`config.mk`:
```
export PLATFORM = sky130hd
export DESIGN_NAME = adc_conversion_sequencer
export DESIGN_NICKNAME = d
export VERILOG_FILES = /design/src/rtl/adc_seq_pkg.sv /design/src/rtl/adc_conversion_sequencer.sv
export VERILOG_INCLUDE_DIRS = /design/src /design/src/rtl
export SDC_FILE = /design/constraint.sdc
export NUM_CORES = 1
export LEC_CHECK = 0
export ABC_AREA = 1
export BUFFER_PORTS_ARGS = -buffer_cell sky130_fd_sc_hd__clkbuf_2
export CAP_MARGIN = 10
export CORE_MARGIN = 1
export CORE_UTILIZATION = 44
export DETAILED_ROUTE_END_ITERATION = 6
export GPL_ROUTABILITY_DRIVEN = 1
export PLACE_DENSITY = 0.66
export SYNTH_ARGS = -nofsm -noshare
export SYNTH_HDL_FRONTEND = slang
export SYNTH_SLANG_ARGS = --single-unit
```
`constraint.sdc`:
```
create_clock -name core_clk -period 2.83 [get_ports core_clk]
set_input_delay 0.4245 -clock core_clk [delete_from_list [all_inputs] [get_ports core_clk]]
set_output_delay 0.4245 -clock core_clk [all_outputs]
set_load 0.005 [all_outputs]
```
`src/rtl/adc_seq_regs.svh`:
```
// Purpose: register indices, field positions, channel codes and event bits of the conversion sequencer
// Assumes: byte address on the bus is four times the register index
// Notes: included by its bare name
`ifndef ADC_SEQ_REGS_SVH
`define ADC_SEQ_REGS_SVH

// ****************************************
// register indices
// ****************************************
`define IDX_SC1 14'h0010
`define IDX_SC2 14'h0011
`define IDX_SC3 14'h0012
`define IDX_SC4 14'h0013
`define IDX_RH 14'h0014
`define IDX_RL 14'h0015
`define IDX_CVH 14'h0016
`define IDX_CVL 14'h0017
`define IDX_ISTAT 14'h0018
`define IDX_IMASK 14'h0019
`define IDX_AP1 14'h30ac
`define IDX_AP2 14'h30ad

// ****************************************
// fields and codes
// ****************************************
`define SC1_DONE_IRQ_ENABLE 6
`define SC1_CONTINUOUS_ENABLE 5
`define SC1_CH 4:0
`define SC2_TRG 6
`define SC2_CMPEN 5
`define SC2_CMPGT 4
`define SC4_DEP 2:0
`define SC4_WMASK 8'h67
`define CH_OFF 5'h1f
`define CH_GND 5'h10
`define CH_GND_LAST 5'h13
`define CH_TEMP 5'h16
`define CH_BANDGAP 5'h17
`define CH_HIGH_REF 5'h1d
`define EV_DONE 0
`define EV_OVR 1

`endif

```
`src/rtl/adc_seq_pkg.sv`:
```
// Purpose: shared types of the conversion sequencer
// Assumes: nothing
// Notes: gray codes along idle, armed, converting
package adc_seq_pkg;
	typedef enum logic [1:0]
	{
		idle = 2'h0,
		armed = 2'h1,
		converting = 2'h3
	} seq_state_e;
endpackage

```
`src/rtl/adc_conversion_sequencer.sv`:
```
// Purpose: channel select, start, queueing, compare and flags of a SAR converter
// Assumes: classic wishbone slave, one cycle answer; converter pulses conv_done with conv_result
// Notes: result ring pointers wrap at QD, so QD must be a power of two
`timescale 1ns/10ps
`include "adc_seq_regs.svh"

module adc_conversion_sequencer #(
	parameter int QD = 8,
	parameter int RW = 12
)
(
	// clock, reset, enable
	input wire logic core_clk,
	input wire logic rst_n,
	input wire logic ce,
	// wishbone slave
	input wire logic cyc_i,
	input wire logic stb_i,
	input wire logic we_i,
	input wire logic [15:0] adr_i,
	input wire logic [3:0] sel_i,
	input wire logic [31:0] dat_i,
	output logic [31:0] dat_o,
	output logic ack_o,
	// converter and trigger
	input wire logic hw_trigger_input,
	input wire logic conv_done,
	input wire logic [RW-1:0] conv_result,
	output logic conv_start,
	output logic [4:0] channel_select,
	// interrupt
	output logic irq
);

	localparam int PW = $clog2(QD);

	// ****************************************
	// state
	// ****************************************
	typedef struct packed {
		adc_seq_pkg::seq_state_e state;
		logic [4:0] ch;
		logic done_irq_enable;
		logic continuous_enable;
		logic trg;
		logic cmpen;
		logic cmpgt;
		logic done;
		logic [7:0] sc3;
		logic [7:0] sc4;
		logic [7:0] cvh;
		logic [7:0] cvl;
		logic [7:0] ap1;
		logic [7:0] ap2;
		logic [QD-1:0][4:0] chq;
		logic [PW:0] qcnt;
		logic [PW-1:0] cidx;
		logic [QD-1:0][RW-1:0] rq;
		logic [PW-1:0] rwr;
		logic [PW-1:0] rrd;
		logic [PW:0] rcnt;
		logic [RW-1:0] res;
		logic cmp_any;
		logic hw_prev;
		logic [1:0] istat;
		logic [1:0] imask;
		logic irq;
		logic ack;
		logic [31:0] dat;
		logic start;
		logic [4:0] mux;
	} seq_s;

	seq_s st;
	seq_s next_st;

	logic bus_go;
	logic wr_sc1;
	logic rd_low;
	logic fifo_on;
	logic [PW:0] dep;
	logic [RW-1:0] cv;
	logic cmp_ok;

	// ****************************************
	// helpers
	// ****************************************
	function automatic logic hit(input logic [15:0] a, input logic [13:0] idx);
		hit = (a[15:2] == idx) && (a[1:0] == 2'h0);
	endfunction

	// reserved codes fall back to ground so the mux never sees an undefined select
	function automatic logic [4:0] mux_code(input logic [4:0] c);
		if (c <= `CH_GND_LAST || c == `CH_TEMP || c == `CH_BANDGAP || c >= `CH_HIGH_REF)
			mux_code = c;
		else
			mux_code = `CH_GND;
	endfunction

	assign bus_go = ce && cyc_i && stb_i && !st.ack;
	assign wr_sc1 = bus_go && we_i && sel_i[0] && hit(adr_i, `IDX_SC1);
	assign rd_low = bus_go && !we_i && hit(adr_i, `IDX_RL);
	assign fifo_on = |st.sc4[`SC4_DEP];
	assign dep = fifo_on ? (PW+1)'(st.sc4[`SC4_DEP]) + (PW+1)'(1) : '0;
	assign cv = RW'({st.cvh, st.cvl});
	assign cmp_ok = !st.cmpen || (st.cmpgt ? (conv_result >= cv) : (conv_result < cv));

	// ****************************************
	// next state
	// ****************************************
	always_comb
	begin
		logic issue;
		logic last;
		logic [7:0] rv;
		logic [RW-1:0] head;
		issue = 1'b0;
		last = 1'b0;
		rv = 8'h00;
		head = fifo_on ? st.rq[st.rrd] : st.res;
		next_st = st;
		next_st.ack = 1'b0;
		next_st.start = 1'b0;
		next_st.hw_prev = hw_trigger_input;

		// bus access
		if (bus_go)
		begin
			next_st.ack = 1'b1;
			if (we_i)
			begin
				if (sel_i[0])
				begin
					if (hit(adr_i, `IDX_SC1))
					begin
						next_st.done = 1'b0;
						next_st.done_irq_enable = dat_i[`SC1_DONE_IRQ_ENABLE];
						next_st.continuous_enable = dat_i[`SC1_CONTINUOUS_ENABLE];
						next_st.ch = dat_i[`SC1_CH];
						if (dat_i[`SC1_CH] == `CH_OFF)
						begin
							next_st.state = adc_seq_pkg::idle;
							next_st.qcnt = '0;
							next_st.rcnt = '0;
							next_st.rwr = '0;
							next_st.rrd = '0;
							next_st.cidx = '0;
						end
						else if (fifo_on)
						begin
							// channels past a full queue are dropped until it is reset
							if (st.qcnt < dep)
							begin
								next_st.chq[st.qcnt[PW-1:0]] = dat_i[`SC1_CH];
								next_st.qcnt = st.qcnt + (PW+1)'(1);
								if (st.qcnt + (PW+1)'(1) == dep)
									issue = 1'b1;
							end
						end
						else
							issue = 1'b1;
						if (issue)
						begin
							next_st.cidx = '0;
							next_st.cmp_any = 1'b0;
							next_st.state = st.trg ? adc_seq_pkg::armed : adc_seq_pkg::converting;
							issue = !st.trg;
						end
					end
					else if (hit(adr_i, `IDX_SC2))
					begin
						next_st.trg = dat_i[`SC2_TRG];
						next_st.cmpen = dat_i[`SC2_CMPEN];
						next_st.cmpgt = dat_i[`SC2_CMPGT];
					end
					else if (hit(adr_i, `IDX_SC3))
						next_st.sc3 = dat_i[7:0];
					else if (hit(adr_i, `IDX_SC4))
						next_st.sc4 = dat_i[7:0] & `SC4_WMASK;
					else if (hit(adr_i, `IDX_CVH))
						next_st.cvh = dat_i[7:0];
					else if (hit(adr_i, `IDX_CVL))
						next_st.cvl = dat_i[7:0];
					else if (hit(adr_i, `IDX_IMASK))
						next_st.imask = dat_i[1:0];
					else if (hit(adr_i, `IDX_AP1))
						next_st.ap1 = dat_i[7:0];
					else if (hit(adr_i, `IDX_AP2))
						next_st.ap2 = dat_i[7:0];
				end
				next_st.dat = '0;
			end
			else
			begin
				if (hit(adr_i, `IDX_SC1))
					rv = {st.done, st.done_irq_enable, st.continuous_enable, st.ch};
				else if (hit(adr_i, `IDX_SC2))
					rv = {st.state == adc_seq_pkg::converting, st.trg, st.cmpen, st.cmpgt,
						st.rcnt == '0, fifo_on && st.rcnt >= dep, 2'h0};
				else if (hit(adr_i, `IDX_SC3))
					rv = st.sc3;
				else if (hit(adr_i, `IDX_SC4))
					rv = st.sc4;
				else if (hit(adr_i, `IDX_RH))
					rv = 8'(head >> 8);
				else if (hit(adr_i, `IDX_RL))
				begin
					rv = head[7:0];
					next_st.done = 1'b0;
					if (st.rcnt != '0)
					begin
						next_st.rcnt = st.rcnt - (PW+1)'(1);
						if (fifo_on)
							next_st.rrd = st.rrd + PW'(1);
					end
				end
				else if (hit(adr_i, `IDX_CVH))
					rv = st.cvh;
				else if (hit(adr_i, `IDX_CVL))
					rv = st.cvl;
				else if (hit(adr_i, `IDX_ISTAT))
				begin
					rv = {6'h00, st.istat};
					next_st.istat = 2'h0;
				end
				else if (hit(adr_i, `IDX_IMASK))
					rv = {6'h00, st.imask};
				else if (hit(adr_i, `IDX_AP1))
					rv = st.ap1;
				else if (hit(adr_i, `IDX_AP2))
					rv = st.ap2;
				next_st.dat = {24'h000000, rv};
			end
		end

		// conversion engine; a completion before the converter saw the latest start belongs to the old run
		if (ce && !wr_sc1)
		begin
			unique case (st.state)
				adc_seq_pkg::idle:
				begin
				end
				adc_seq_pkg::armed:
				begin
					if (hw_trigger_input && !st.hw_prev)
					begin
						next_st.state = adc_seq_pkg::converting;
						issue = 1'b1;
					end
				end
				adc_seq_pkg::converting:
				begin
					if (conv_done && !st.start)
					begin
						if (!fifo_on)
						begin
							last = 1'b1;
							if (cmp_ok)
							begin
								next_st.res = conv_result;
								next_st.rcnt = (PW+1)'(1);
								next_st.done = 1'b1;
								next_st.istat[`EV_DONE] = 1'b1;
							end
						end
						else
						begin
							next_st.rq[st.rwr] = conv_result;
							next_st.rwr = st.rwr + PW'(1);
							// a full ring loses its oldest entry
							if (next_st.rcnt >= dep)
							begin
								next_st.rrd = next_st.rrd + PW'(1);
								next_st.istat[`EV_OVR] = 1'b1;
							end
							else
								next_st.rcnt = next_st.rcnt + (PW+1)'(1);
							next_st.cmp_any = st.cmp_any | cmp_ok;
							if ((PW+1)'(st.cidx) == dep - (PW+1)'(1))
							begin
								last = 1'b1;
								next_st.cidx = '0;
								next_st.cmp_any = 1'b0;
								if (st.cmp_any || cmp_ok)
								begin
									next_st.done = 1'b1;
									next_st.istat[`EV_DONE] = 1'b1;
								end
							end
							else
							begin
								next_st.cidx = st.cidx + PW'(1);
								issue = 1'b1;
							end
						end
						if (last)
						begin
							if (st.continuous_enable)
								issue = 1'b1;
							else
								next_st.state = adc_seq_pkg::idle;
						end
					end
				end
			endcase
		end

		if (issue)
		begin
			next_st.start = 1'b1;
			next_st.mux = mux_code(fifo_on ? next_st.chq[next_st.cidx] : next_st.ch);
		end
		next_st.irq = (next_st.done && next_st.done_irq_enable) || |(next_st.istat & next_st.imask);
	end

	// ****************************************
	// registers
	// ****************************************
	always_ff @(posedge core_clk or negedge rst_n)
	begin
		if (!rst_n)
		begin
			st <= '0;
			st.ch <= `CH_OFF;
		end
		else if (ce)
			st <= next_st;
	end

	assign dat_o = st.dat;
	assign ack_o = st.ack;
	assign conv_start = st.start;
	assign channel_select = st.mux;
	assign irq = st.irq;

	// ****************************************
	// assertions
	// ****************************************
	AST_ABORT_START: assert property (@(posedge core_clk) disable iff (!rst_n)
		(wr_sc1 && dat_i[4:0] != `CH_OFF && !fifo_on && !st.trg)
		|=> (st.state == adc_seq_pkg::converting && st.start && !st.done))
		else $error("control write did not restart conversion");

	AST_FIFO_WAIT: assert property (@(posedge core_clk) disable iff (!rst_n)
		(wr_sc1 && fifo_on && dat_i[4:0] != `CH_OFF && st.state == adc_seq_pkg::idle
		&& st.qcnt + (PW+1)'(1) < dep) |=> (st.state == adc_seq_pkg::idle && !st.start))
		else $error("queue started before reaching depth");

	AST_DISABLE_HALT: assert property (@(posedge core_clk) disable iff (!rst_n)
		(wr_sc1 && dat_i[4:0] == `CH_OFF)
		|=> (st.state == adc_seq_pkg::idle && st.qcnt == '0 && st.rcnt == '0))
		else $error("disable code did not clear and halt");

	AST_DONE_PLAIN: assert property (@(posedge core_clk) disable iff (!rst_n)
		(ce && !wr_sc1 && st.state == adc_seq_pkg::converting && conv_done && !st.start
		&& !fifo_on && !st.cmpen)
		|=> (st.done && st.res == $past(conv_result)))
		else $error("finished conversion did not set done");

	AST_CMP_FALSE: assert property (@(posedge core_clk) disable iff (!rst_n)
		(ce && !wr_sc1 && !rd_low && st.state == adc_seq_pkg::converting && conv_done
		&& !st.start && !fifo_on && st.cmpen && !cmp_ok) |=> (st.done == $past(st.done)))
		else $error("failed compare changed done");

	AST_LOW_CLEARS: assert property (@(posedge core_clk) disable iff (!rst_n)
		(rd_low && !(st.state == adc_seq_pkg::converting && conv_done)) |=> !st.done)
		else $error("low result read did not clear done");

	AST_IRQ: assert property (@(posedge core_clk) disable iff (!rst_n)
		(st.done && st.done_irq_enable) |-> irq)
		else $error("done with enable but no interrupt");

	AST_SINGLE_STOP: assert property (@(posedge core_clk) disable iff (!rst_n)
		(ce && !wr_sc1 && st.state == adc_seq_pkg::converting && conv_done && !st.start
		&& !fifo_on && !st.continuous_enable)
		|=> (st.state == adc_seq_pkg::idle && !st.start))
		else $error("single conversion did not stop");

	AST_CONT_RESTART: assert property (@(posedge core_clk) disable iff (!rst_n)
		(ce && !wr_sc1 && st.state == adc_seq_pkg::converting && conv_done && !st.start
		&& !fifo_on && st.continuous_enable)
		|=> (st.start && st.state == adc_seq_pkg::converting))
		else $error("continuous conversion did not restart");

	AST_HW_START: assert property (@(posedge core_clk) disable iff (!rst_n)
		(ce && !wr_sc1 && st.state == adc_seq_pkg::armed && hw_trigger_input && !st.hw_prev)
		|=> (st.start && st.state == adc_seq_pkg::converting))
		else $error("hardware trigger edge did not start");

	AST_CE_FREEZE: assert property (@(posedge core_clk) disable iff (!rst_n)
		!ce |=> $stable(st))
		else $error("state changed while clock enable low");

endmodule

```
==> flow_summary.yaml, run 1 <==
sta:
  count_of_final_max_slew_check_failures: 0
  timing.slew.headroom_pct: 33.6
  timing.final.crit_period_ns: 3.11
  tightest_slew_ns: 0.991
  hold_violations: 0
  final.setup_skew_ns: 0.0196
  setup_slack_ns: -0.280
  rsz0062_at_grt: "yes"
  max_clock_freq_ghz: 0.322
  post-route-period-util_pct: 110
  setup_viol_count_final: 5
place:
  placement.cell_area_um2: 15600
  place_hpwl_um: 29500
  buffer_ports.inserted: 60
  gp_congestion: 0.934
power_and_ir_drop:
  power.density_nw_per_um2: 496
  vdd.ir_drop.worst_mv: 0.456
  cellLeakagePower_nw: 8.44
drt:
  firstDrtPassIters: 5
  dr_total_vias: 12700
  routed_wirelength_um: 41900
  drtIter0Drc: 1272
  wire_per_inst_um: 17.9
  drt-vias-per-instance: 5.41
  drc_violation_count_after_routing: 0
  postRouteAntennaNets: 0
yosys:
  synth.yosys.seq_area_share_pct: 45.6
  avgSynthCellArea_um2: 7.92
  ys_top_cells_by_area: "dfrtp_1, nand2_1, o21ai_0"
  synthDominantAreaCellType: "dfrtp_1"
  async_flop_share_pct: 100
  synth.ff_latch_count: 245
  yosysTopAreaCellShare_pct: 44.7
  warnings_from_yosys: 0
  netlist_area_um2: 13400
  post_synth_num_cell_types: 55
  commonest_register_cell_after_synthesis: "dfrtp_1"
  synth-edff-count: 0
  syn_inst: 1698
min_path:
  hold_path_class: "in -> reg"
clock_tree:
  clock_insertion_delay_worst_skew_ns: 0.56
  root_buffer_cell: "clkbuf_16"
  cts.sinks: 245
  clock_tree_from_tritoncts: "yes"
  clock_buffer_count_from_cts: 28
  cts-root-to-sink-buffers: 3
  cts.clk_slew.worst_paths_ns: 0.07
  htree_num_levels: 1
floorplanning:
  die-area_um2: 31300
  io_pins: 112
  fp.coreArea_um2: 29900
  std_cell_rows: 63
  start_util_pct: 45.0
  die_height_um: 177
  die_w_um: 177
setup_path:
  worst_path_max_delay_cell: "dfrtp_1"
  cp-end-kind: "register"
  critical_path.top_delay_family: "simple AND/OR/NAND/NOR gates"
  max_stage_delay_ns: 0.41
  crit_buf_inv: 5
  critical_path.most_common_cell: "nand2_1"
  worst-path-max-fanout: 5
  arrival_ns: 3.55
  timing.critical_path.from_type: "register"
  timing.critical_path.required_ns: 3.27
  timing.setup.critical_path_class: "reg -> reg"
run_status:
  run_status: "finished, violations left"
  violations: "setup timing"
global_routing:
  globalRoute.totalOverflow: 0
  grt_pass1_vias: 12000
  grt_pass1_wl_um: 66600
  grt_max_degree: 70
  antenna_found_initial: 1
  groute.usage.overall_pct: 27.4
final_layout:
  layout_commonest_cell: "nand2_1"
  syn_to_final_growth_pct: 28.2
  antennaDiodeCount: 0
  multi_input_comb_area_um2: 6510
  final_area_um2: 17200
  layout-drive-gt1-share_pct: 24.8
  final_cell_mix: "nand2_1, o21ai_0, dfrtp_1"
  layout.nets: 2039
  final_util_pct: 57.7
  num-fill-cells: 2663
  area.sequential_um2: 6140
flow_run:
  max_cap_violations: 0
## final timing paths
path                          start                end  slack [ns]  cells after the start
setup / recovery            st[244]  channel_select[2]       -0.28                     26
hold / removal             dat_i[5]            st[261]        0.13                      3
min in group asynchronous     rst_n          async pin        0.42                      2
hold reg to reg            register           register        0.48                      2
max in group asynchronous     rst_n          async pin        1.55                      3
setup reg to reg            st[244]  channel_select[2]       -0.28                     26
## power by group
| group | switching, mW | total [mW] | internal [mW] | leakage (nW) |
|---|---|---|---|---|
| sequential | 0.0899 | 3.72 | 3.63 | 3.07 |
| combinational | 0.509 | 0.807 | 0.298 | 4.86 |
| clock | 1.52 | 4.02 | 2.50 | 0.510 |
| total | 2.12 | 8.55 | 6.43 | 8.44 |
## cell type report
type / instances / area share [%]
Tap cell: 390 / 2.83
Clock inverter: 13 / 1.14
Multi-Input combinational cell: 1143 / 37.8
Inverter: 240 / 5.37
Sequential cell: 245 / 35.6
Timing Repair Buffer: 274 / 12.4
Clock buffer: 39 / 4.83
Timing Repair inverter: 1 / 0.0435
## layer usage
| metal | share of wire, % | global-route usage (%) |
|---|---|---|
| met2 | 46 | 44.1 |
| met3 | 6.9 | 3.65 |
| met5 | 0.031 | 0 |
| met4 | 3.2 | 8.73 |
| met1 | 44 | 38.0 |
## tightest hold or removal path, delay by kind of cell
family   cells  cell delay (ns)
mux          1             0.07
buf+inv      2             0.16
## kinds of logic (layout without fill, tap and decap cells)
| group | after synthesis | after routing | share of synthesized area (%) |
|---|---|---|---|
| buf+inv | 338 | 567 | 10.7 |
| simple gates | 651 | 656 | 22.2 |
| fa+ha+maj | 34 | 34 | 3.16 |
| other cells | 1 | 24 | 0.0279 |
| xor+xnor | 6 | 6 | 0.391 |
| mux | 4 | 4 | 0.307 |
| compound gates | 419 | 419 | 17.5 |
| flops | 245 | 245 | 45.6 |
## timing repair
item | CTS | global route
pin swaps | 38 | 34
gates cloned | 6 | 0
setup endpoints to repair | 5 | 11
resized for setup | 75 | 37
endpoints found under the hold margin | 65 | 0
setup buffers | 14 | 5
hold buffers | 1 | 0
## per-stage QoR
step           setup slack [ns]  TNS (ns)  power, mW  std cells  hold slack (ns)
6_report                 -0.280     -1.20       8.55       2345            0.128
2_1_floorplan            -0.188    -0.252       4.17       1721            0.129
3_5_place_dp             -0.444     -4.85       4.56       2268            0.427
4_1_cts                  -0.179    -0.750       8.57       2341            0.113
5_1_grt                  -0.444     -2.01       8.83       2345            0.146
3_3_place_gp             -0.432     -4.49       4.55       2268            0.426
## synthesized netlist by cell type, types with 3 or more instances
library cell,number
a21oi_1,44
inv_2,17
clkinv_1,4
inv_1,219
o22ai_1,10
nor4_1,9
o221ai_1,22
nand3_1,89
nand3_2,5
a31oi_1,8
o21ai_0,274
nand3_4,5
xor2_1,4
clkbuf_1,51
a311oi_1,3
ha_1,34
nor3_1,12
nand2_4,5
nor2_8,4
a211oi_1,3
nor2_4,4
o21ai_1,11
buf_4,39
nand4_2,3
dfrtp_1,240
nand4_1,18
buf_6,3
o211ai_1,18
buf_2,4
nand2_1,371
nand2_2,11
dfstp_2,5
mux2i_1,3
o2111ai_1,9
nor2_1,106
nor2_2,3
a22oi_1,3
Power figures use the tool's default switching activity.
==> run 2, diff against run 1 <==
--- a/config.mk
+++ b/config.mk
@@ -11,6 +11,7 @@
 export CAP_MARGIN = 10
 export CORE_MARGIN = 1
 export CORE_UTILIZATION = 44
+export CTS_BUF_LIST = sky130_fd_sc_hd__clkbuf_4 sky130_fd_sc_hd__clkbuf_8 sky130_fd_sc_hd__clkbuf_16
 export DETAILED_ROUTE_END_ITERATION = 6
 export GPL_ROUTABILITY_DRIVEN = 1
 export PLACE_DENSITY = 0.66
==> run 2 against run 1 <==
Net effect:
- the run still ends with setup timing left
- design area hardly changed
- flip-flop and latch count stayed put
- maximum frequency hardly changed
- routed wire length is 0.26% higher
- sequential power hardly changed
- via count is 0.10% lower
- utilization hardly changed
- final cell count stayed put
- clock skew hardly changed
- register-to-register slack hardly changed
- power is 0.27% higher
- clock-buffer cell count stayed put
- critical path type unchanged
- critical endpoint unchanged
==> flow_summary.yaml, run 2 (synthesis gave the netlist of run 1 again) <==
run_status:
  run_status: "finished, violations left"
  violations: "setup timing"
power_and_ir_drop:
  netSwitchingFraction_pct: 24.6
  cellLeakagePower_nw: 8.45
  internal_power_mw: 6.46
  clock_power_share_pct: 47.2
  vdd.ir_drop.worst_mv: 0.457
  pwr-share-seq_pct: 43.4
  power.density_nw_per_um2: 497
  power.net_switching_mw: 2.11
  p_comb_share_pct: 9.4
setup_path:
  r2r_end: "channel_select[2]"
  arrival_ns: 3.55
  timing.setup.critical_path_class: "reg -> reg"
  worst-path-max-fanout: 5
  timing.critical_path.required_ns: 3.27
  cp-end-kind: "register"
  worst-r2r-cell-count: 24
  timing.critical_path.from_type: "register"
  crit-reg2reg-launch: "st[244]"
  timing.reg2reg.setup_slack_ns: -0.28
clock_tree:
  htree_num_levels: 1
  clock_tree_from_tritoncts: "yes"
  cts-root-to-sink-buffers: 3
  cts.sinks: 245
  cts.clk_slew.worst_paths_ns: 0.07
  clock_insertion_delay_worst_skew_ns: 0.56
  root_buffer_cell: "clkbuf_16"
  clock_buffer_count_from_cts: 28
final_layout:
  antennaDiodeCount: 0
  final_cell_mix: "nand2_1, o21ai_0, dfrtp_1"
  layout.nets: 2039
  syn_to_final_growth_pct: 28.3
  final_util_pct: 57.8
  num-fill-cells: 2664
  area.sequential_um2: 6140
  layout-drive-gt1-share_pct: 24.9
  final_area_um2: 17300
  multi_input_comb_area_um2: 6510
  layout_commonest_cell: "nand2_1"
drt:
  detailroute.wirelength.met3_um: 2850
  detail_route.wirelength.met1_um: 18300
  maxUsedRoutingLayer: "met5"
  postRouteAntennaNets: 0
  drt-vias-per-instance: 5.41
  firstDrtPassIters: 6
  dr_total_vias: 12700
  drc_violation_count_after_routing: 0
  wire_per_inst_um: 17.9
  routed_wirelength_um: 42000
  dr_wl_met2_um: 19500
  drtIter0Drc: 1110
global_routing:
  globalRoute.totalOverflow: 0
  grt_pass1_wl_um: 66600
  grt_pass1_vias: 12000
  grt_max_degree: 70
  antenna_found_initial: 1
  groute.usage.overall_pct: 27.4
floorplanning:
  die-area_um2: 31300
  start_util_pct: 45.0
  std_cell_rows: 63
  io_pins: 112
  fp.coreArea_um2: 29900
  die_w_um: 177
  die_height_um: 177
sta:
  rsz0062_at_grt: "yes"
  count_of_final_max_slew_check_failures: 0
  post-route-period-util_pct: 110
  setup_viol_count_final: 5
  tightest_slew_ns: 0.986
  max_clock_freq_ghz: 0.322
  timing.slew.headroom_pct: 34.0
  timing.final.crit_period_ns: 3.11
  hold_violations: 0
  setup_slack_ns: -0.278
  final.setup_skew_ns: 0.0198
min_path:
  holdCritStartpoint: "dat_i[7]"
  worst_hold_path.endpoint: "cv[7]"
  timing.hold.worst_path_depth: 3
  hold_path_class: "in -> reg"
place:
  gp_congestion: 0.934
  placement.cell_area_um2: 15600
  dp_slack_ns: -0.444
  buffer_ports.inserted: 60
  place_hpwl_um: 29500
flow_run:
  max_cap_violations: 0
-- run 2: repair_timing --
item                       in CTS  in global routing
resized for setup              75                 37
hold buffers                    1                  0
hold endpoints to repair       65                  0
setup endpoints to repair       5                 11
gates cloned                    6                  0
pin swaps                      38                 34
buffers inserted               14                  5
-- run 2: worst max path at each step --
| stage | start | to | slack, ns | depth (start not counted) |
|---|---|---|---|---|
| floorplan | adr_i[14] | st[61] | -0.19 | 23 |
| global placement | adr_i[14] | st[61] | -0.43 | 19 |
| detailed placement | adr_i[14] | irq | -0.44 | 25 |
| CTS | st[243] | channel_select[0] | -0.18 | 24 |
| global route | st[244] | channel_select[2] | -0.44 | 26 |
| finish | st[244] | channel_select[2] | -0.28 | 24 |
-- run 2: area by class of cell --
| cell class | count | area share (%) |
|---|---|---|
| tap | 390 | 2.83 |
| inverter | 240 | 5.37 |
| clock inverter | 13 | 1.14 |
| sequential | 245 | 35.6 |
| multi-input combinational | 1143 | 37.7 |
| clock buffer | 39 | 4.90 |
| timing repair inverter | 1 | 0.0435 |
| timing repair buffer | 274 | 12.4 |
-- run 2: metrics by stage --
stage | TNS, ns | power (mW) | instances | hold WS (ns)
after global routing | -2.01 | 8.86 | 2345 | 0.146
after floorplan | -0.252 | 4.17 | 1721 | 0.129
after CTS | -0.750 | 8.60 | 2341 | 0.113
after detailed placement | -4.85 | 4.56 | 2268 | 0.427
after global placement | -4.49 | 4.55 | 2268 | 0.426
final | -1.20 | 8.57 | 2345 | 0.123
-- run 2: per-layer routing --
layer | track usage, % | vias to the layer above
met5 | 0 | -
met4 | 8.76 | 2
met3 | 3.65 | 86
met2 | 44.1 | 459
met1 | 38.0 | 6074
li1 | - | 6055
-- run 2: power by group through the flow --
stage	sequential [mW]	combinational (mW)	clock [mW]
CTS	3.72	0.786	4.09
detailed placement	3.78	0.779	0
floorplan	3.76	0.412	0
global route	3.74	0.904	4.22
finish	3.72	0.806	4.04
global placement	3.78	0.767	0
-- run 2: worst max-delay path: stages (launching register included) --
cell and delay, ns:
dfrtp_1 0.41, inv_2 0.08, ha_4 0.19, nand2_8 0.09
nand2_4 0.07, buf_6 0.12, ha_4 0.25, xor2_1 0.15
nand3_1 0.11, nor2_1 0.13, nand3_2 0.15, nand2_2 0.12
nor2_2 0.05, nand2_2 0.07, nand2_4 0.10, inv_2 0.13
nand3_1 0.10, nand3_1 0.12, nand3_2 0.11, nand2_2 0.09
nor2_1 0.05, nor2_2 0.08, nand2_2 0.09, nand2_1 0.07
nand2_1 0.05
==> run 3, diff against run 2 <==
--- a/config.mk
+++ b/config.mk
@@ -8,7 +8,7 @@
 export LEC_CHECK = 0
 export ABC_AREA = 1
 export BUFFER_PORTS_ARGS = -buffer_cell sky130_fd_sc_hd__clkbuf_2
-export CAP_MARGIN = 10
+export CAP_MARGIN = 20
 export CORE_MARGIN = 1
 export CORE_UTILIZATION = 44
 export CTS_BUF_LIST = sky130_fd_sc_hd__clkbuf_4 sky130_fd_sc_hd__clkbuf_8 sky130_fd_sc_hd__clkbuf_16
==> constraint.sdc (replaced) <==
create_clock -name core_clk -period 2.83 [get_ports core_clk]
set_input_delay 0.1415 -clock core_clk [delete_from_list [all_inputs] [get_ports core_clk]]
set_output_delay 0.1415 -clock core_clk [all_outputs]
set_load 0.005 [all_outputs]
==> run 3 against run 2 <==
Net effect:
- the run still ends with setup timing left
- sequential power about the same
- utilization decreased by 0.47 points
- worst hold slack got worse by 0.080 ns
- maximum frequency decreased by 1.9%
- critical endpoint is now channel_select[3]
- highest routed layer is now met4
==> flow_summary.yaml, run 3 (synthesis gave the netlist of run 1 again) <==
final_layout:
  antennaDiodeCount: 0
  layoutNonFillerInstCount: 2345
  final_util_pct: 57.3
  layout_commonest_cell: "nand2_1"
  layout.nets: 2040
  num-fill-cells: 2693
  multi_input_comb_area_um2: 6590
  syn_to_final_growth_pct: 27.2
  final_area_um2: 17100
  area.sequential_um2: 6140
  final_cell_mix: "nand2_1, o21ai_0, dfrtp_1"
  layout-drive-gt1-share_pct: 25.7
global_routing:
  antenna_found_initial: 0
  grt_pass1_wl_um: 65800
  groute.usage.overall_pct: 27.0
  grt.busiest_layer: "met2"
  globalRouteMet2Util_pct: 41.3
  globalRoute.totalOverflow: 0
  grtUsageMet3_pct: 4.98
  grt_pass1_vias: 11900
  grt_max_degree: 82
  grt_use_met1_pct: 38.4
power_and_ir_drop:
  p_comb_share_pct: 10.5
  cellLeakagePower_nw: 8.38
  clock_power_share_pct: 43.6
  internal_power_mw: 6.00
  power.density_nw_per_um2: 473
  vdd.ir_drop.worst_mv: 0.441
  pwr-share-seq_pct: 45.9
  netSwitchingFraction_pct: 25.9
  power.net_switching_mw: 2.10
sta:
  final.setup_skew_ns: 0.0216
  max_clock_freq_ghz: 0.316
  rsz0062_at_grt: "yes"
  timing.slew.headroom_pct: 39.8
  setup_viol_count_final: 5
  post-route-period-util_pct: 112
  final.setup.tns_ns: -1.52
  timing.final.crit_period_ns: 3.17
  setup_slack_ns: -0.337
  tightest_slew_ns: 0.895
  hold_violations: 0
  count_of_final_max_slew_check_failures: 0
drt:
  drt-vias-per-instance: 5.39
  drc_violation_count_after_routing: 0
  wire_per_inst_um: 17.9
  drtIter0Drc: 1187
  postRouteAntennaNets: 0
  firstDrtPassIters: 6
  routed_wirelength_um: 42100
  dr_total_vias: 12600
flow_run:
  max_cap_violations: 0
clock_tree:
  root_buffer_cell: "clkbuf_16"
  cts.sinks: 245
  htree_num_levels: 1
  cts-root-to-sink-buffers: 3
  cts.clk_slew.worst_paths_ns: 0.06
  clock_buffer_count_from_cts: 28
  clock_insertion_delay_worst_skew_ns: 0.56
  clock_tree_from_tritoncts: "yes"
place:
  place_hpwl_um: 29200
  dp_cells: 2263
  dp_slack_ns: -0.338
  gp_congestion: 0.939
  placement.cell_area_um2: 15400
  buffer_ports.inserted: 60
floorplanning:
  std_cell_rows: 63
  start_util_pct: 45.0
  die-area_um2: 31300
  fp.coreArea_um2: 29900
  io_pins: 112
  die_height_um: 177
  die_w_um: 177
setup_path:
  critical_path.top_delay_family: "simple AND/OR/NAND/NOR gates"
  worst-path-max-fanout: 8
  timing.critical_path.from_type: "register"
  worst_path_max_delay_cell: "dfrtp_1"
  timing.critical_path.required_ns: 3.33
  max_stage_delay_ns: 0.40
  cp-end-kind: "register"
  timing.setup.critical_path_class: "reg -> reg"
  arrival_ns: 3.66
  crit_buf_inv: 4
run_status:
  violations: "setup timing"
  run_status: "finished, violations left"
min_path:
  hold_path_class: "in -> reg"
-- run 3: path summary, 6_finish.rpt --
| path | startpoint | end | slack (ns) | cells past startpoint |
|---|---|---|---|---|
| min in group asynchronous | rst_n | st[47] | 0.20 | 2 |
| worst max register to register | st[243] | channel_select[3] | -0.34 | 27 |
| worst max-delay path | st[243] | channel_select[3] | -0.34 | 27 |
| worst min-delay path | conv_result[1] | st[47] | 0.04 | 3 |
| max in group asynchronous | rst_n | st[41] | 1.78 | 3 |
| worst min register to register | register | register | 0.48 | 2 |
-- run 3: metrics by stage --
step | power (mW) | hold WS [ns]
5_1_grt | 8.39 | 0.0732
3_5_place_dp | 4.54 | 0.185
6_report | 8.10 | 0.0428
3_3_place_gp | 4.52 | 0.177
2_1_floorplan | 4.16 | -0.154
4_1_cts | 8.09 | 0.0264
-- run 3: power by group through the flow --
stage,combinational [mW],clock [mW],sequential [mW]
detailed placement,0.765,0,3.77
global route,0.951,3.72,3.72
CTS,0.787,3.59,3.71
global placement,0.752,0,3.77
finish,0.850,3.53,3.72
floorplan,0.401,0,3.76
-- run 3: cell type report --
cell class	count	share of cell area (%)
clock buffers	39	4.86
clock inverters	12	0.373
inverters	240	5.29
multi-input cells	1142	38.5
flip-flops and latches	245	35.9
well taps	390	2.85
repair buffers	277	12.2
-- run 3: per-layer routing --
| layer | vias to the layer above | part of all wire (%) |
|---|---|---|
| met5 | - | 0 |
| met4 | 0 | 3.3 |
| met3 | 101 | 8.0 |
| met2 | 499 | 45 |
| met1 | 5980 | 44 |
| li1 | 6054 | - |
-- run 3: tightest hold or removal path: stages --
cell,delay (ns)
clkbuf_2,0.11
inv_1,0.12
o21ai_0,0.19
-- run 3: repair_timing --
action	CTS	global route
endpoints found under the setup margin	8	25
endpoints found under the hold margin	94	0
gates resized for setup	58	96
pin swaps	20	45
hold buffers	8	0
buffers inserted	7	11
gates cloned	4	1
